==> config.mk <==
export PLATFORM = sky130hd
export DESIGN_NAME = dcbfl_top
export DESIGN_NICKNAME = d
export VERILOG_FILES = /design/src/hdl/dcbfl_top.v
export VERILOG_INCLUDE_DIRS = /design/src /design/src/hdl
export SDC_FILE = /design/constraint.sdc
export NUM_CORES = 2
export LEC_CHECK = 0
export BUFFER_PORTS_ARGS = -buffer_cell sky130_fd_sc_hd__buf_2
export CORE_AREA = 3 3 261 263
export DETAILED_ROUTE_END_ITERATION = 10
export DIE_AREA = 0 0 264 266
export PLACE_DENSITY_LB_ADDON = 0.1
export SLEW_MARGIN = 30
export SYNTH_ARGS = -nofsm -noshare
export SYNTH_HDL_FRONTEND = slang
export SYNTH_SLANG_ARGS = --single-unit
export TNS_END_PERCENT = 50
==> constraint.sdc <==
create_clock -name hclk -period 19.9 [get_ports hclk]
set_input_delay 0 -clock hclk [delete_from_list [all_inputs] [get_ports hclk]]
set_output_delay 0 -clock hclk [all_outputs]
set_load 0.05 [all_outputs]
==> src/hdl/dcbfl_defines.vh <==
// Constants for DC braking sequencer and frequency limiter
// What this block does
// - Auto braking code 00 disables, 01 enables frequency-triggered braking; default 00
// - Auto braking starts once actual frequency drops below threshold, 0-60 Hz, default 0.50
// - Deceleration braking applies DC at programmable torque 0-100 %
// - Deceleration braking lasts programmable 0-60 s, default zero
// - Brake input code 00: braking runs full programmed duration regardless of input
// - Brake input code 01, default: braking active while input asserted; with auto code 01, release leaves braking to its timed duration
// - Braking torque comes from pulsed DC voltage applied to the stator
// - Optional pre-start DC braking on start with torque 0-100 %
// - Pre-start braking lasts programmable 0-60 s before acceleration
// - Braking has own pulse frequency 0.5-15 or 0.5-10 kHz, default 3.0
// - Operating frequency clamped between start/end frequency by upper and lower limits
// - Upper limit 0-400 Hz; value zero disables upper limiting
// - On start the minimum operating frequency is output immediately
// - Three jump frequencies 0-400 Hz, each width 0-10 Hz, default 0.5
`ifndef DCBFL_DEFINES_VH
`define DCBFL_DEFINES_VH

// Clock and time base
`define DCBFL_CLK_HZ 250000000
`define DCBFL_MS_PER_S 1000
// Phase modulus: clock rate over 100 Hz pulse-frequency unit
`define DCBFL_PHASE_MOD 22'd2500000
`define DCBFL_PHASE_PER_PCT 22'd25000
`define DCBFL_PULSE_MIN 8'h05
`define DCBFL_PULSE_MAX 8'h96

// Register byte offsets
`define DCBFL_ADDR_CTRL 8'h00
`define DCBFL_ADDR_ACT_FREQ 8'h04
`define DCBFL_ADDR_COAST 8'h08
`define DCBFL_ADDR_DEC_TRQ 8'h0c
`define DCBFL_ADDR_DEC_DUR 8'h10
`define DCBFL_ADDR_PRE_TRQ 8'h14
`define DCBFL_ADDR_PRE_DUR 8'h18
`define DCBFL_ADDR_PULSE 8'h1c
`define DCBFL_ADDR_UPPER 8'h20
`define DCBFL_ADDR_LOWER 8'h24
`define DCBFL_ADDR_UPPER2 8'h28
`define DCBFL_ADDR_LOWER2 8'h2c
`define DCBFL_ADDR_JUMP0 8'h30
`define DCBFL_ADDR_STATUS 8'h48

// Control register fields
`define DCBFL_CTRL_AUTO 1:0
`define DCBFL_CTRL_BEHAV 3:2
`define DCBFL_CTRL_SET2 4

// Codes and reset values
`define DCBFL_CODE_00 2'h0
`define DCBFL_CODE_01 2'h1
`define DCBFL_RST_AUTO 2'h0
`define DCBFL_RST_BEHAV 2'h1
`define DCBFL_RST_ACT_FREQ 16'h0032
`define DCBFL_RST_PULSE 8'h1e
`define DCBFL_RST_JUMP_W 16'h0032
`define DCBFL_TRQ_MAX 7'h64

`endif

==> src/hdl/dcbfl_top.v <==
// DC injection brake sequencer and frequency setpoint limiter with AHB-Lite registers
`default_nettype none
`include "dcbfl_defines.vh"

module dcbfl_top #(
    parameter MS_CYCLES = `DCBFL_CLK_HZ / `DCBFL_MS_PER_S,
    parameter FW = 16
) (
    input wire hclk,
    input wire hresetn,
    input wire hsel,
    input wire [7:0] haddr,
    input wire [1:0] htrans,
    input wire hwrite,
    input wire [2:0] hsize,
    input wire [31:0] hwdata,
    input wire hready,
    output wire hreadyout,
    output wire hresp,
    output reg [31:0] hrdata,
    input wire start_cmd,
    input wire stop_cmd,
    input wire brake_command_input,
    input wire [FW-1:0] actual_freq,
    input wire [FW-1:0] freq_setpoint,
    input wire [FW-1:0] start_freq,
    input wire [FW-1:0] end_freq,
    output reg [FW-1:0] freq_cmd,
    output reg inverter_run,
    output reg dc_injection_brake,
    output reg brake_pulse,
    output reg [6:0] brake_torque
);

    // One-hot sequencer states
    localparam [4:0] ST_IDLE = 5'h01;
    localparam [4:0] ST_PRE = 5'h02;
    localparam [4:0] ST_RUN = 5'h04;
    localparam [4:0] ST_COAST = 5'h08;
    localparam [4:0] ST_DEC = 5'h10;

    reg [1:0] auto_en_ff;
    reg [1:0] behav_ff;
    reg set2_ff;
    reg [FW-1:0] act_freq_ff;
    reg [15:0] coast_ms_ff;
    reg [6:0] dec_trq_ff;
    reg [15:0] dec_ms_ff;
    reg [6:0] pre_trq_ff;
    reg [15:0] pre_ms_ff;
    reg [7:0] pulse_ff;
    reg [FW-1:0] upper_ff;
    reg [FW-1:0] lower_ff;
    reg [FW-1:0] upper2_ff;
    reg [FW-1:0] lower2_ff;
    reg [FW-1:0] jc_ff [0:2];
    reg [FW-1:0] jw_ff [0:2];

    reg [4:0] state_ff;
    reg [4:0] nxt_state;
    reg [15:0] ms_cnt_ff;
    reg [31:0] tick_cnt_ff;
    reg first_run_ff;
    reg [21:0] phase_ff;
    reg [2:0] start_sync_ff;
    reg [2:0] stop_sync_ff;
    reg [2:0] brk_sync_ff;
    reg start_ff;
    reg stop_ff;
    reg brk_ff;
    reg start_q_ff;
    reg wr_pend_ff;
    reg [7:0] wr_addr_ff;

    wire ms_tick;
    wire start_rise;
    wire [FW-1:0] upper_sel;
    wire [FW-1:0] lower_sel;
    wire [7:0] pulse_use;
    wire [21:0] phase_sum;
    wire [21:0] duty_lim;
    wire addr_phase;
    integer i;
    // Separate loop index for the combinational band search
    integer k;

    // Bus answers at once, always OKAY
    assign hreadyout = 1'b1;
    assign hresp = 1'b0;
    assign addr_phase = hsel & hready & htrans[1];

    // Pin synchronisers: change counts once stages 2 and 3 agree
    always @(posedge hclk or negedge hresetn)
    begin
        if (!hresetn)
        begin
            start_sync_ff <= 3'h0;
            stop_sync_ff <= 3'h0;
            brk_sync_ff <= 3'h0;
            start_ff <= 1'b0;
            stop_ff <= 1'b0;
            brk_ff <= 1'b0;
            start_q_ff <= 1'b0;
        end
        else
        begin
            start_sync_ff <= {start_sync_ff[1:0], start_cmd};
            stop_sync_ff <= {stop_sync_ff[1:0], stop_cmd};
            brk_sync_ff <= {brk_sync_ff[1:0], brake_command_input};
            if (start_sync_ff[1] == start_sync_ff[2])
                start_ff <= start_sync_ff[2];
            if (stop_sync_ff[1] == stop_sync_ff[2])
                stop_ff <= stop_sync_ff[2];
            if (brk_sync_ff[1] == brk_sync_ff[2])
                brk_ff <= brk_sync_ff[2];
            start_q_ff <= start_ff;
        end
    end

    assign start_rise = start_ff & ~start_q_ff;

    // Register writes in the data phase
    always @(posedge hclk or negedge hresetn)
    begin
        if (!hresetn)
        begin
            wr_pend_ff <= 1'b0;
            wr_addr_ff <= 8'h00;
            auto_en_ff <= `DCBFL_RST_AUTO;
            behav_ff <= `DCBFL_RST_BEHAV;
            set2_ff <= 1'b0;
            act_freq_ff <= `DCBFL_RST_ACT_FREQ;
            coast_ms_ff <= 16'h0000;
            dec_trq_ff <= 7'h00;
            dec_ms_ff <= 16'h0000;
            pre_trq_ff <= 7'h00;
            pre_ms_ff <= 16'h0000;
            pulse_ff <= `DCBFL_RST_PULSE;
            upper_ff <= {FW{1'b0}};
            lower_ff <= {FW{1'b0}};
            upper2_ff <= {FW{1'b0}};
            lower2_ff <= {FW{1'b0}};
            for (i = 0; i < 3; i = i + 1)
            begin
                jc_ff[i] <= {FW{1'b0}};
                jw_ff[i] <= `DCBFL_RST_JUMP_W;
            end
        end
        else
        begin
            wr_pend_ff <= addr_phase & hwrite;
            wr_addr_ff <= haddr;
            if (wr_pend_ff)
            begin
                if (wr_addr_ff == `DCBFL_ADDR_CTRL)
                begin
                    auto_en_ff <= hwdata[`DCBFL_CTRL_AUTO];
                    behav_ff <= hwdata[`DCBFL_CTRL_BEHAV];
                    set2_ff <= hwdata[`DCBFL_CTRL_SET2];
                end
                else if (wr_addr_ff == `DCBFL_ADDR_ACT_FREQ)
                    act_freq_ff <= hwdata[FW-1:0];
                else if (wr_addr_ff == `DCBFL_ADDR_COAST)
                    coast_ms_ff <= hwdata[15:0];
                else if (wr_addr_ff == `DCBFL_ADDR_DEC_TRQ)
                    dec_trq_ff <= sat_trq(hwdata[7:0]);
                else if (wr_addr_ff == `DCBFL_ADDR_DEC_DUR)
                    dec_ms_ff <= hwdata[15:0];
                else if (wr_addr_ff == `DCBFL_ADDR_PRE_TRQ)
                    pre_trq_ff <= sat_trq(hwdata[7:0]);
                else if (wr_addr_ff == `DCBFL_ADDR_PRE_DUR)
                    pre_ms_ff <= hwdata[15:0];
                else if (wr_addr_ff == `DCBFL_ADDR_PULSE)
                    pulse_ff <= hwdata[7:0];
                else if (wr_addr_ff == `DCBFL_ADDR_UPPER)
                    upper_ff <= hwdata[FW-1:0];
                else if (wr_addr_ff == `DCBFL_ADDR_LOWER)
                    lower_ff <= hwdata[FW-1:0];
                else if (wr_addr_ff == `DCBFL_ADDR_UPPER2)
                    upper2_ff <= hwdata[FW-1:0];
                else if (wr_addr_ff == `DCBFL_ADDR_LOWER2)
                    lower2_ff <= hwdata[FW-1:0];
                else if (wr_addr_ff[7:2] >= `DCBFL_ADDR_JUMP0 >> 2 && wr_addr_ff[7:2] < (`DCBFL_ADDR_JUMP0 >> 2) + 6)
                begin
                    for (i = 0; i < 3; i = i + 1)
                    begin
                        if (wr_addr_ff == `DCBFL_ADDR_JUMP0 + 8 * i)
                            jc_ff[i] <= hwdata[FW-1:0];
                        if (wr_addr_ff == `DCBFL_ADDR_JUMP0 + 8 * i + 4)
                            jw_ff[i] <= hwdata[FW-1:0];
                    end
                end
            end
        end
    end

    // Torque percentage saturates at full torque
    function [6:0] sat_trq;
        input [7:0] v;
        begin
            sat_trq = (v > {1'b0, `DCBFL_TRQ_MAX}) ? `DCBFL_TRQ_MAX : v[6:0];
        end
    endfunction

    // Read data registered in the address phase
    always @(posedge hclk or negedge hresetn)
    begin
        if (!hresetn)
            hrdata <= 32'h00000000;
        else if (addr_phase && !hwrite)
        begin
            if (haddr == `DCBFL_ADDR_CTRL)
                hrdata <= {27'h0, set2_ff, behav_ff, auto_en_ff};
            else if (haddr == `DCBFL_ADDR_ACT_FREQ)
                hrdata <= {16'h0, act_freq_ff};
            else if (haddr == `DCBFL_ADDR_COAST)
                hrdata <= {16'h0, coast_ms_ff};
            else if (haddr == `DCBFL_ADDR_DEC_TRQ)
                hrdata <= {25'h0, dec_trq_ff};
            else if (haddr == `DCBFL_ADDR_DEC_DUR)
                hrdata <= {16'h0, dec_ms_ff};
            else if (haddr == `DCBFL_ADDR_PRE_TRQ)
                hrdata <= {25'h0, pre_trq_ff};
            else if (haddr == `DCBFL_ADDR_PRE_DUR)
                hrdata <= {16'h0, pre_ms_ff};
            else if (haddr == `DCBFL_ADDR_PULSE)
                hrdata <= {24'h0, pulse_ff};
            else if (haddr == `DCBFL_ADDR_UPPER)
                hrdata <= {16'h0, upper_ff};
            else if (haddr == `DCBFL_ADDR_LOWER)
                hrdata <= {16'h0, lower_ff};
            else if (haddr == `DCBFL_ADDR_UPPER2)
                hrdata <= {16'h0, upper2_ff};
            else if (haddr == `DCBFL_ADDR_LOWER2)
                hrdata <= {16'h0, lower2_ff};
            else if (haddr == `DCBFL_ADDR_STATUS)
                hrdata <= {brk_ff, 7'h0, 3'h0, state_ff, freq_cmd};
            else if (haddr == `DCBFL_ADDR_JUMP0)
                hrdata <= {16'h0, jc_ff[0]};
            else if (haddr == `DCBFL_ADDR_JUMP0 + 8'h04)
                hrdata <= {16'h0, jw_ff[0]};
            else if (haddr == `DCBFL_ADDR_JUMP0 + 8'h08)
                hrdata <= {16'h0, jc_ff[1]};
            else if (haddr == `DCBFL_ADDR_JUMP0 + 8'h0c)
                hrdata <= {16'h0, jw_ff[1]};
            else if (haddr == `DCBFL_ADDR_JUMP0 + 8'h10)
                hrdata <= {16'h0, jc_ff[2]};
            else if (haddr == `DCBFL_ADDR_JUMP0 + 8'h14)
                hrdata <= {16'h0, jw_ff[2]};
            else
                hrdata <= 32'h00000000;
        end
    end

    // Millisecond tick for coast and braking timers
    always @(posedge hclk or negedge hresetn)
    begin
        if (!hresetn)
            tick_cnt_ff <= 32'h00000000;
        else if (tick_cnt_ff >= MS_CYCLES - 1)
            tick_cnt_ff <= 32'h00000000;
        else
            tick_cnt_ff <= tick_cnt_ff + 32'h00000001;
    end

    assign ms_tick = (tick_cnt_ff >= MS_CYCLES - 1);

    // Braking sequencer next state
    always @*
    begin
        nxt_state = state_ff;
        case (state_ff)
            ST_IDLE:
            begin
                if (start_rise)
                    nxt_state = (pre_trq_ff == 7'h00 || pre_ms_ff == 16'h0000) ? ST_RUN : ST_PRE;
            end
            ST_PRE:
            begin
                if (ms_cnt_ff >= pre_ms_ff)
                    nxt_state = ST_RUN;
            end
            ST_RUN:
            begin
                if (stop_ff && brk_ff)
                    nxt_state = ST_COAST;
                else if (stop_ff && auto_en_ff == `DCBFL_CODE_01 && actual_freq < act_freq_ff)
                    nxt_state = ST_COAST;
                else if (stop_ff && actual_freq == {FW{1'b0}})
                    nxt_state = ST_IDLE;
            end
            ST_COAST:
            begin
                if (behav_ff == `DCBFL_CODE_01 && !brk_ff && auto_en_ff != `DCBFL_CODE_01)
                    nxt_state = ST_IDLE;
                else if (ms_cnt_ff >= coast_ms_ff)
                begin
                    if (dec_trq_ff == 7'h00)
                        nxt_state = ST_IDLE;
                    else if (behav_ff == `DCBFL_CODE_01 && brk_ff)
                        nxt_state = ST_DEC;
                    else if (dec_ms_ff == 16'h0000)
                        nxt_state = ST_IDLE;
                    else
                        nxt_state = ST_DEC;
                end
            end
            ST_DEC:
            begin
                if (behav_ff == `DCBFL_CODE_01 && !brk_ff && auto_en_ff != `DCBFL_CODE_01)
                    nxt_state = ST_IDLE;
                else if (behav_ff == `DCBFL_CODE_01 && brk_ff)
                    nxt_state = ST_DEC;
                else if (ms_cnt_ff >= dec_ms_ff)
                    nxt_state = ST_IDLE;
            end
            default:
                nxt_state = ST_IDLE;
        endcase
    end

    // State and millisecond timer, timer restarts on every state change
    always @(posedge hclk or negedge hresetn)
    begin
        if (!hresetn)
        begin
            state_ff <= ST_IDLE;
            ms_cnt_ff <= 16'h0000;
        end
        else
        begin
            state_ff <= nxt_state;
            if (nxt_state != state_ff)
                ms_cnt_ff <= 16'h0000;
            else if (ms_tick && ms_cnt_ff != 16'hffff)
                ms_cnt_ff <= ms_cnt_ff + 16'h0001;
        end
    end

    // Braking pulse generator, phase accumulator at its own frequency
    assign pulse_use = (pulse_ff < `DCBFL_PULSE_MIN) ? `DCBFL_PULSE_MIN :
                       (pulse_ff > `DCBFL_PULSE_MAX) ? `DCBFL_PULSE_MAX : pulse_ff;
    assign phase_sum = phase_ff + {14'h0, pulse_use};
    assign duty_lim = brake_torque * `DCBFL_PHASE_PER_PCT;

    always @(posedge hclk or negedge hresetn)
    begin
        if (!hresetn)
        begin
            phase_ff <= 22'h000000;
            brake_pulse <= 1'b0;
            brake_torque <= 7'h00;
            dc_injection_brake <= 1'b0;
            inverter_run <= 1'b0;
        end
        else
        begin
            phase_ff <= (phase_sum >= `DCBFL_PHASE_MOD) ? phase_sum - `DCBFL_PHASE_MOD : phase_sum;
            brake_torque <= (state_ff == ST_PRE) ? pre_trq_ff : (state_ff == ST_DEC) ? dec_trq_ff : 7'h00;
            dc_injection_brake <= (state_ff == ST_PRE) || (state_ff == ST_DEC);
            brake_pulse <= ((state_ff == ST_PRE) || (state_ff == ST_DEC)) && (phase_ff < duty_lim);
            inverter_run <= (state_ff == ST_RUN);
        end
    end

    // Setpoint clamp and jump bands
    assign upper_sel = set2_ff ? upper2_ff : upper_ff;
    assign lower_sel = set2_ff ? lower2_ff : lower_ff;

    function [FW-1:0] clamp;
        input [FW-1:0] v;
        input [FW-1:0] lo;
        input [FW-1:0] hi;
        begin
            clamp = (v < lo) ? lo : (v > hi) ? hi : v;
        end
    endfunction

    reg [FW-1:0] nxt_freq;
    reg [FW:0] band_lo;
    reg [FW:0] band_hi;

    always @*
    begin
        nxt_freq = clamp(freq_setpoint, start_freq, end_freq);
        if (nxt_freq < lower_sel)
            nxt_freq = lower_sel;
        if (upper_sel != {FW{1'b0}} && nxt_freq > upper_sel)
            nxt_freq = upper_sel;
        band_lo = {(FW+1){1'b0}};
        band_hi = {(FW+1){1'b0}};
        for (k = 0; k < 3; k = k + 1)
        begin
            band_lo = (jc_ff[k] > jw_ff[k]) ? {1'b0, jc_ff[k] - jw_ff[k]} : {(FW+1){1'b0}};
            band_hi = {1'b0, jc_ff[k]} + {1'b0, jw_ff[k]};
            if (jw_ff[k] != {FW{1'b0}} && {1'b0, nxt_freq} > band_lo && {1'b0, nxt_freq} < band_hi)
                nxt_freq = (nxt_freq >= freq_cmd) ? band_lo[FW-1:0] : band_hi[FW-1:0];
        end
    end

    // Frequency command register
    always @(posedge hclk or negedge hresetn)
    begin
        if (!hresetn)
        begin
            freq_cmd <= {FW{1'b0}};
            first_run_ff <= 1'b0;
        end
        else
        begin
            first_run_ff <= (nxt_state == ST_RUN) && (state_ff != ST_RUN);
            if (state_ff != ST_RUN)
                freq_cmd <= {FW{1'b0}};
            else if (first_run_ff)
                freq_cmd <= lower_sel;
            else if (stop_ff)
                freq_cmd <= {FW{1'b0}};
            else
                freq_cmd <= nxt_freq;
        end
    end

endmodule
`default_nettype wire

* After elaboration in Yosys (flattened, before gate mapping)
Index checks and enable logic that the tools add are counted.
** Cells by class
- Add/subtract/negate cells :: 10
- Multipliers :: 1
- $lt $le $gt $ge :: 28
- Eq/ne operators :: 50
- Muxes and demuxes :: 61
- Bitwise logic cells :: 17
- Reductions and logical operators :: 53
** Operator list (number)
- 32-bit two-way mux :: 14
- 16-bit two-way mux :: 26
- 8-bit by 6-bit == test with 1-bit output (second input constant) :: 16
- 16-bit > comparator :: 8
- 16-bit >= comparator :: 6
- 15-bit AND reduction :: 6
- 5-bit two-way mux :: 13
- 8-bit by 5-bit == test with 1-bit output (second input constant) :: 8
- 16-bit nonzero test :: 4
- 16-bit by 16-bit adder with 17-bit output :: 3
- 16-bit by 17-bit < comparator with 1-bit output :: 3
- 16-bit zero test :: 3
- 16-bit < comparator :: 3
- 16-bit subtractor :: 3
- 8-bit by 7-bit == test with 1-bit output (second input constant) :: 5
- 32-bit by 1-bit adder with 32-bit output (second input constant) :: 1
- 8-bit by 4-bit == test with 1-bit output (second input constant) :: 4
- 32-bit by 18-bit >= comparator with 1-bit output (second input constant) :: 1
- 5-bit one-hot mux with 5 select lines :: 1
- 22-bit by 8-bit adder with 22-bit output :: 1
- 22-bit >= comparator (second input constant) :: 1
- 22-bit < comparator :: 1
- 22-bit two-way mux :: 1
- 22-bit subtractor (second input constant) :: 1
- 42 further kinds :: 87
** Storage, ports and cells
- Bits in registers :: 407
- Input port bits :: 117
- Output and inout bits :: 60
- Logic and storage cells :: 260

* Depth between registers and ports, before layout
- Word-level depth :: 23
- Depth in mapped cells :: 76
- Gate-level depth less buffers :: 65

* Worst setup path after synthesis
Ideal clock, no wire load.
- Path type :: input-to-reg
- Start point :: input start_freq[9]
- End point :: register freq_cmd[13]
- Setup time :: 0.069 ns
- Data arrival time :: 14.680 ns
- Required time :: 19.831 ns
- Path slack :: 5.151 ns
- Stages :: 69
- Buffers on the path :: 12
- Path through :: inv_1 -> ha_1 -> a21o_1 -> a221o_1 -> a21oi_1 -> and3_1 -> clkbuf_1 -> clkbuf_1 -> buf_1 -> o21ai_0 -> ha_1 -> nand2_1 -> or3_1 -> or3_1 -> a31oi_1 -> a21o_1 -> clkbuf_1 -> nor2_1 -> (+33 left out) -> o21ai_0 -> ha_1 -> a21o_1 -> a21o_1 -> a21o_1 -> a21o_1 -> a21o_1 -> a21oi_1 -> o21ai_0 -> a211oi_1 -> nor2_1 -> o31a_1 -> clkbuf_1 -> clkbuf_1 -> nor2_1 -> a31oi_1 -> or4_1 -> nand3_1
** Between the ends
- Cells in the longest elaborated chain, start to end :: 22
- Elaborated cells between the ends (all ways) :: 31
- Those cells by class :: 12 x order compare; 12 x mux; 7 x reduce/logical
** Ends and longest elaborated chain
- from (decl) :: RTL line dcbfl_top.v:26 : input wire [FW-1:0] start_freq,
- 16-bit < comparator :: RTL line dcbfl_top.v:375 : clamp = (v < lo) ? lo : (v > hi) ? hi : v;
- 16-bit two-way mux (*) :: RTL line dcbfl_top.v:375
- 16-bit < comparator :: RTL line dcbfl_top.v:386 : if (nxt_freq < lower_sel)
- 16-bit two-way mux (*) :: RTL line dcbfl_top.v:386
- 16-bit > comparator :: RTL line dcbfl_top.v:388 : if (upper_sel != {FW{1'b0}} && nxt_freq > upper_sel)
- 1-bit logical AND :: RTL line dcbfl_top.v:388
- 16-bit two-way mux (*) :: RTL line dcbfl_top.v:388
- 16-bit > comparator :: RTL line dcbfl_top.v:396 : if (jw_ff[k] != {FW{1'b0}} && {1'b0, nxt_freq} > band_lo && {1'b0, nxt_freq} < band_hi)
- (+4 left out)
- 1-bit logical AND (2 in a row) :: RTL line dcbfl_top.v:396
- 16-bit two-way mux (*) :: RTL line dcbfl_top.v:396
- 16-bit > comparator :: RTL line dcbfl_top.v:396
- 1-bit logical AND (2 in a row) :: RTL line dcbfl_top.v:396
- 16-bit two-way mux (*) :: RTL line dcbfl_top.v:396
- 16-bit two-way mux (*) :: RTL line dcbfl_top.v:416 : else if (stop_ff)
- 16-bit two-way mux (*) :: RTL line dcbfl_top.v:414 : else if (first_run_ff)
- 16-bit two-way mux (*) :: RTL line dcbfl_top.v:412 : if (state_ff != ST_RUN)
- to (signal assigned) :: RTL line dcbfl_top.v:413 : freq_cmd <= {FW{1'b0}};
- to (signal assigned) :: RTL line dcbfl_top.v:415 : freq_cmd <= lower_sel;
- to (signal assigned) :: RTL line dcbfl_top.v:417 : freq_cmd <= {FW{1'b0}};
- to (decl) :: RTL line dcbfl_top.v:28 : output reg [FW-1:0] freq_cmd,
Mark *: on every way between the ends. The rest lies on a longest branch, timed or not.
A chain may end at the register's enable or synchronous reset.

* Worst setup path after layout
- Start point :: input freq_setpoint[7]
- End point :: register freq_cmd[14]
** Between the ends
- Cells in the longest elaborated chain, start to end :: 23
- Elaborated cells between the ends (all ways) :: 33
- Those cells by class :: 13 x order compare; 13 x mux; 7 x reduce/logical
** Ends and longest elaborated chain
- from (decl) :: RTL line dcbfl_top.v:25 : input wire [FW-1:0] freq_setpoint,
- 16-bit > comparator :: RTL line dcbfl_top.v:375
- 16-bit two-way mux :: RTL line dcbfl_top.v:375
- 16-bit two-way mux (*) :: RTL line dcbfl_top.v:375
- 16-bit < comparator :: RTL line dcbfl_top.v:386
- 16-bit two-way mux (*) :: RTL line dcbfl_top.v:386
- 16-bit > comparator :: RTL line dcbfl_top.v:388
- 1-bit logical AND :: RTL line dcbfl_top.v:388
- 16-bit two-way mux (*) :: RTL line dcbfl_top.v:388
- (+5 left out)
- 1-bit logical AND (2 in a row) :: RTL line dcbfl_top.v:396
- 16-bit two-way mux (*) :: RTL line dcbfl_top.v:396
- 16-bit > comparator :: RTL line dcbfl_top.v:396
- 1-bit logical AND (2 in a row) :: RTL line dcbfl_top.v:396
- 16-bit two-way mux (*) :: RTL line dcbfl_top.v:396
- 16-bit two-way mux (*) :: RTL line dcbfl_top.v:416
- 16-bit two-way mux (*) :: RTL line dcbfl_top.v:414
- 16-bit two-way mux (*) :: RTL line dcbfl_top.v:412
Marks and branches as above.

==> impl_metrics.yaml <==
power:
  power_density_mw_per_mm2: 98.5
  p_leak_uw: 0.0175
  maximum_resistive_drop_on_vdd_mv: 0.106
worst_setup_path:
  cp_data_required_time_ns: 20.42
  worst_path_most_repeated_cell: "sky130_fd_sc_hd__a21o_1"
  worst-r2r-setup-slack_ns: 3.38
  worst_path_largest_cell_delay_ns: 0.91
  setup.worst_path.end_class: "register"
  slowest_cell_on_the_critical_path: "sky130_fd_sc_hd__o21ai_0"
  timing.setup.critical_path_class: "in2reg"
  path_delay_family: "compound AO/OA/AOI/OAI gates"
  critical_path.n_buffers_inverters: 5
  critPathArrivalTime_ns: 17.17
  regToRegStartpoint: "set2_ff"
  crit_path_start_kind: "input port"
  worst_r2r_endpoint: "freq_cmd[14]"
  crit_path_max_fanout: 27
  r2r.worst_path.cells: 53
placement:
  io_buffer_count: 144
  dpl-instance-area_sq_mm: 0.0346
  final_replace_weighted_congestion: 0.956
  pre_cts_ws_ns: 2.80
  place.detailed.hpwl_um: 84400
clock_network:
  max-clock-path-buffers: 3
  cts-resized-gates: 0
  cts_num_sinks: 397
  clockRootBuffer: "sky130_fd_sc_hd__clkbuf_16"
  tritoncts: "done"
  numCtsBuffers: 43
  cts.hold.buffers_added: 32
  latest_clock_arrival_within_the_worst_skew_pair_ns: 0.59
  cts.repair_timing.setup_buffer_count: 0
  htreeDepth: 2
  clk_pin_slew_worst_paths_ns: 0.06
yosys:
  synth_edf_count: 0
  syn-mean-instance-area_sq_um: 9.04
  syn_inst_count: 3637
  synthArstFlopShare_pct: 100
  ys_flop_type: "sky130_fd_sc_hd__dfrtp_1"
  synth.distinct_cells: 84
  synth.top_cells.by_area: "sky130_fd_sc_hd__dfrtp_1 29%, sky130_fd_sc_hd__ha_1 17%, sky130_fd_sc_hd__mux2_2 7.5%, sky130_fd_sc_hd__o21ai_0 3.5%, sky130_fd_sc_hd__nand2_1 3.3%"
  synth_sequential_area_ratio_pct: 30.3
  netlist.area_leader.share_pct: 28.8
  yosysTopAreaCell: "sky130_fd_sc_hd__dfrtp_1"
  post_synth_instance_area_sq_mm: 0.0329
  warnings_from_yosys: 0
  ys_seq_elements: 397
global_route:
  grt_remaining_overflow: 0
  number_of_antenna_violations_at_the_first_check_in_global_routing: 6
  grt_pass1_vias: 26776
  total_grt_usage_pct: 30.5
  grt_max_degree: 118
  grt_pass1_wl_um: 165000
timing:
  slew_viol_final: 0
  ratio_of_final_minimum_period_to_clock_period_pct: 83.7
  setup_slack_ns: 3.25
  report.final.hold_viol_count: 0
  fin_clk_skew_ns: 0.0254
  timing.final.setup_violations: 0
  fmax_mhz: 60.1
  transition_time_at_the_pin_with_the_least_slew_margin_ns: 1.07
  slew-limit-headroom_pct: 28.9
  final_critical_delay_including_setup_and_external_delays_ns: 16.65
  setup_total_negative_slack_ns: 0
  rsz0062_at_grt: "false"
floorplan:
  fp.dieArea_sq_mm: 0.0702
  floorplan.die.width_um: 264
  placementRows: 94
  coreArea_sq_mm: 0.0659
  start_util_pct: 49.9
  die_height_um: 266
  count_of_pins_on_the_block_boundary: 177
route:
  initialDrtViolationCount: 2638
  drt_wl_total_um: 110000
  post-route-drc-count: 0
  detailroute.via_count: 28543
  dr.pass1.iters: 8
  vias_per_cell: 6.11
  postRouteAntennaNets: 0
  post_drt_wl_per_cell_um: 23.5
worst_hold_path:
  hold_path.startpoint: "stop_cmd"
  min_path_type: "in2reg"
  hold_path_depth: 2
  hold_end: "stop_sync_ff[0]"
cells_and_area:
  finish.net_count: 4337
  finish.instance_area_sq_mm: 0.0365
  finish.utilization_pct: 55.5
  final_layout_size_suffix_gt1_share_pct: 14.5
  num-fill-cells: 6134
  area.growth.synth_to_final_pct: 11.1
flow_run:
  max_cap_violations: 0
run_status:
  outcome: "finished, final reports clean"
[stage by stage]
stage               total power, uW  cells  hold slack, ns
global route                   3830   4667          0.0469
global placement               2640   4551           0.108
CTS                            3580   4664          0.0439
detailed placement             2660   4553           0.110
floorplan                      2150   3661          -0.296
finish                         3600   4668          0.0592
[kinds of logic after synthesis]
| group | count (synthesis) | synth area share (%) |
|---|---|---|
| simple gates | 980 | 14.7 |
| compound gates | 918 | 18.5 |
| fa+ha+maj | 455 | 17.6 |
| buf+inv | 450 | 5.33 |
| flops | 397 | 30.3 |
| mux | 289 | 9.67 |
| xor+xnor | 146 | 3.89 |
| other cells | 2 | 0.0228 |
[worst register-to-register path: cells and delay by family (launching register included)]
family          cells  cell delay, ns
mux                 2            1.14
fa+ha+maj           5            1.66
buf+inv             5            1.49
flops               1            0.37
simple gates       14            4.20
compound gates     27            7.61
[state kept, by name, indices dropped and copies added, names as in the netlist, 8 cells and up]
signal / flops
hrdata: 22
coast_ms_ff: 16
dec_ms_ff: 16
act_freq_ff: 16
ms_cnt_ff: 16
jw_ff: 48
jc_ff: 48
upper_ff: 16
wr_addr_ff: 8
upper2_ff: 16
pulse_ff: 8
pre_ms_ff: 16
lower2_ff: 16
phase_ff: 22
lower_ff: 16
tick_cnt_ff: 32
freq_cmd: 16
[layout make-up]
class	instances	area [sq um]	share of cell area, %
flip-flops and latches	397	9960	27.3
multi-input cells	2814	21300	58.4
well taps	864	1080	2.96
clock buffers	62	1280	3.50
inverters	286	1070	2.94
clock inverters	17	303	0.829
repair buffers	227	1510	4.14
diodes	1	2.50	0.00685
[worst max path at each step]
stage | startpoint | endpoint | slack, ns | depth (start not counted)
finish | freq_setpoint[7] | freq_cmd[14] | 3.25 | 58
CTS | freq_setpoint[1] | freq_cmd[14] | 3.38 | 57
floorplan | start_freq[9] | freq_cmd[13] | 5.15 | 69
detailed placement | freq_setpoint[1] | freq_cmd[14] | 2.80 | 57
global route | end_freq[7] | freq_cmd[14] | 2.16 | 59
global placement | freq_setpoint[9] | freq_cmd[14] | 2.82 | 58
[power breakdown]
group / switching (uW) / total [uW] / leakage, uW / internal [uW]
combinational: 1100 / 1780 / 0.0118 / 675
sequential: 61.9 / 918 / 0.00484 / 856
clock: 349 / 901 / 0.000779 / 552
total: 1520 / 3600 / 0.0175 / 2080
[cell usage after synthesis, types with 36 or more instances]
cell type and instances:
sky130_fd_sc_hd__ha_1 437, sky130_fd_sc_hd__dfrtp_1 379, sky130_fd_sc_hd__nand2_1 286, sky130_fd_sc_hd__inv_1 285, sky130_fd_sc_hd__o21ai_0 229, sky130_fd_sc_hd__nor2_1 224, sky130_fd_sc_hd__mux2_2 220, sky130_fd_sc_hd__a21oi_1 178
sky130_fd_sc_hd__clkbuf_1 133, sky130_fd_sc_hd__a21o_1 106, sky130_fd_sc_hd__xnor2_1 103, sky130_fd_sc_hd__nand3_1 72, sky130_fd_sc_hd__mux2i_1 68, sky130_fd_sc_hd__nor4_1 68, sky130_fd_sc_hd__nand4_1 61, sky130_fd_sc_hd__nor3_1 49
sky130_fd_sc_hd__xor2_1 43, sky130_fd_sc_hd__a22oi_1 42, sky130_fd_sc_hd__a31oi_1 42, sky130_fd_sc_hd__o21a_1 36
[layout by cell type, fill, tap and decap left out, drive strengths merged, types with 22 or more instances in the layout]
cell type and instances:
o21ai 230, inv 287, nor2 224, xor2 43, a21oi 178, mux2i 69, dlygate4sd3 33, and3 27
ha 437, nor2b 33, nand4 61, o211ai 24, a22oi 42, o31ai 23, a21o 106, xnor2 103
nand3 72, clkbuf 62, o22ai 22, mux2 220, a31oi 42, nor4 68, nand2 286, buf 194
a211oi 25, nand2b 30, conb 26, dfrtp 379, nor3 49, o21a 36, and2 23
[metal layers]
metal | vias up | part of all wire (%) | track usage (%) | routed length [um]
li1 | 13520 | - | - | -
met5 | - | 0.012 | 0 | 13
met1 | 13687 | 44 | 42.1 | 47800
met3 | 201 | 8.8 | 6.78 | 9620
met2 | 1133 | 44 | 47.4 | 48200
met4 | 2 | 3.9 | 10.4 | 4280
(Power assumes the default switching activity.)
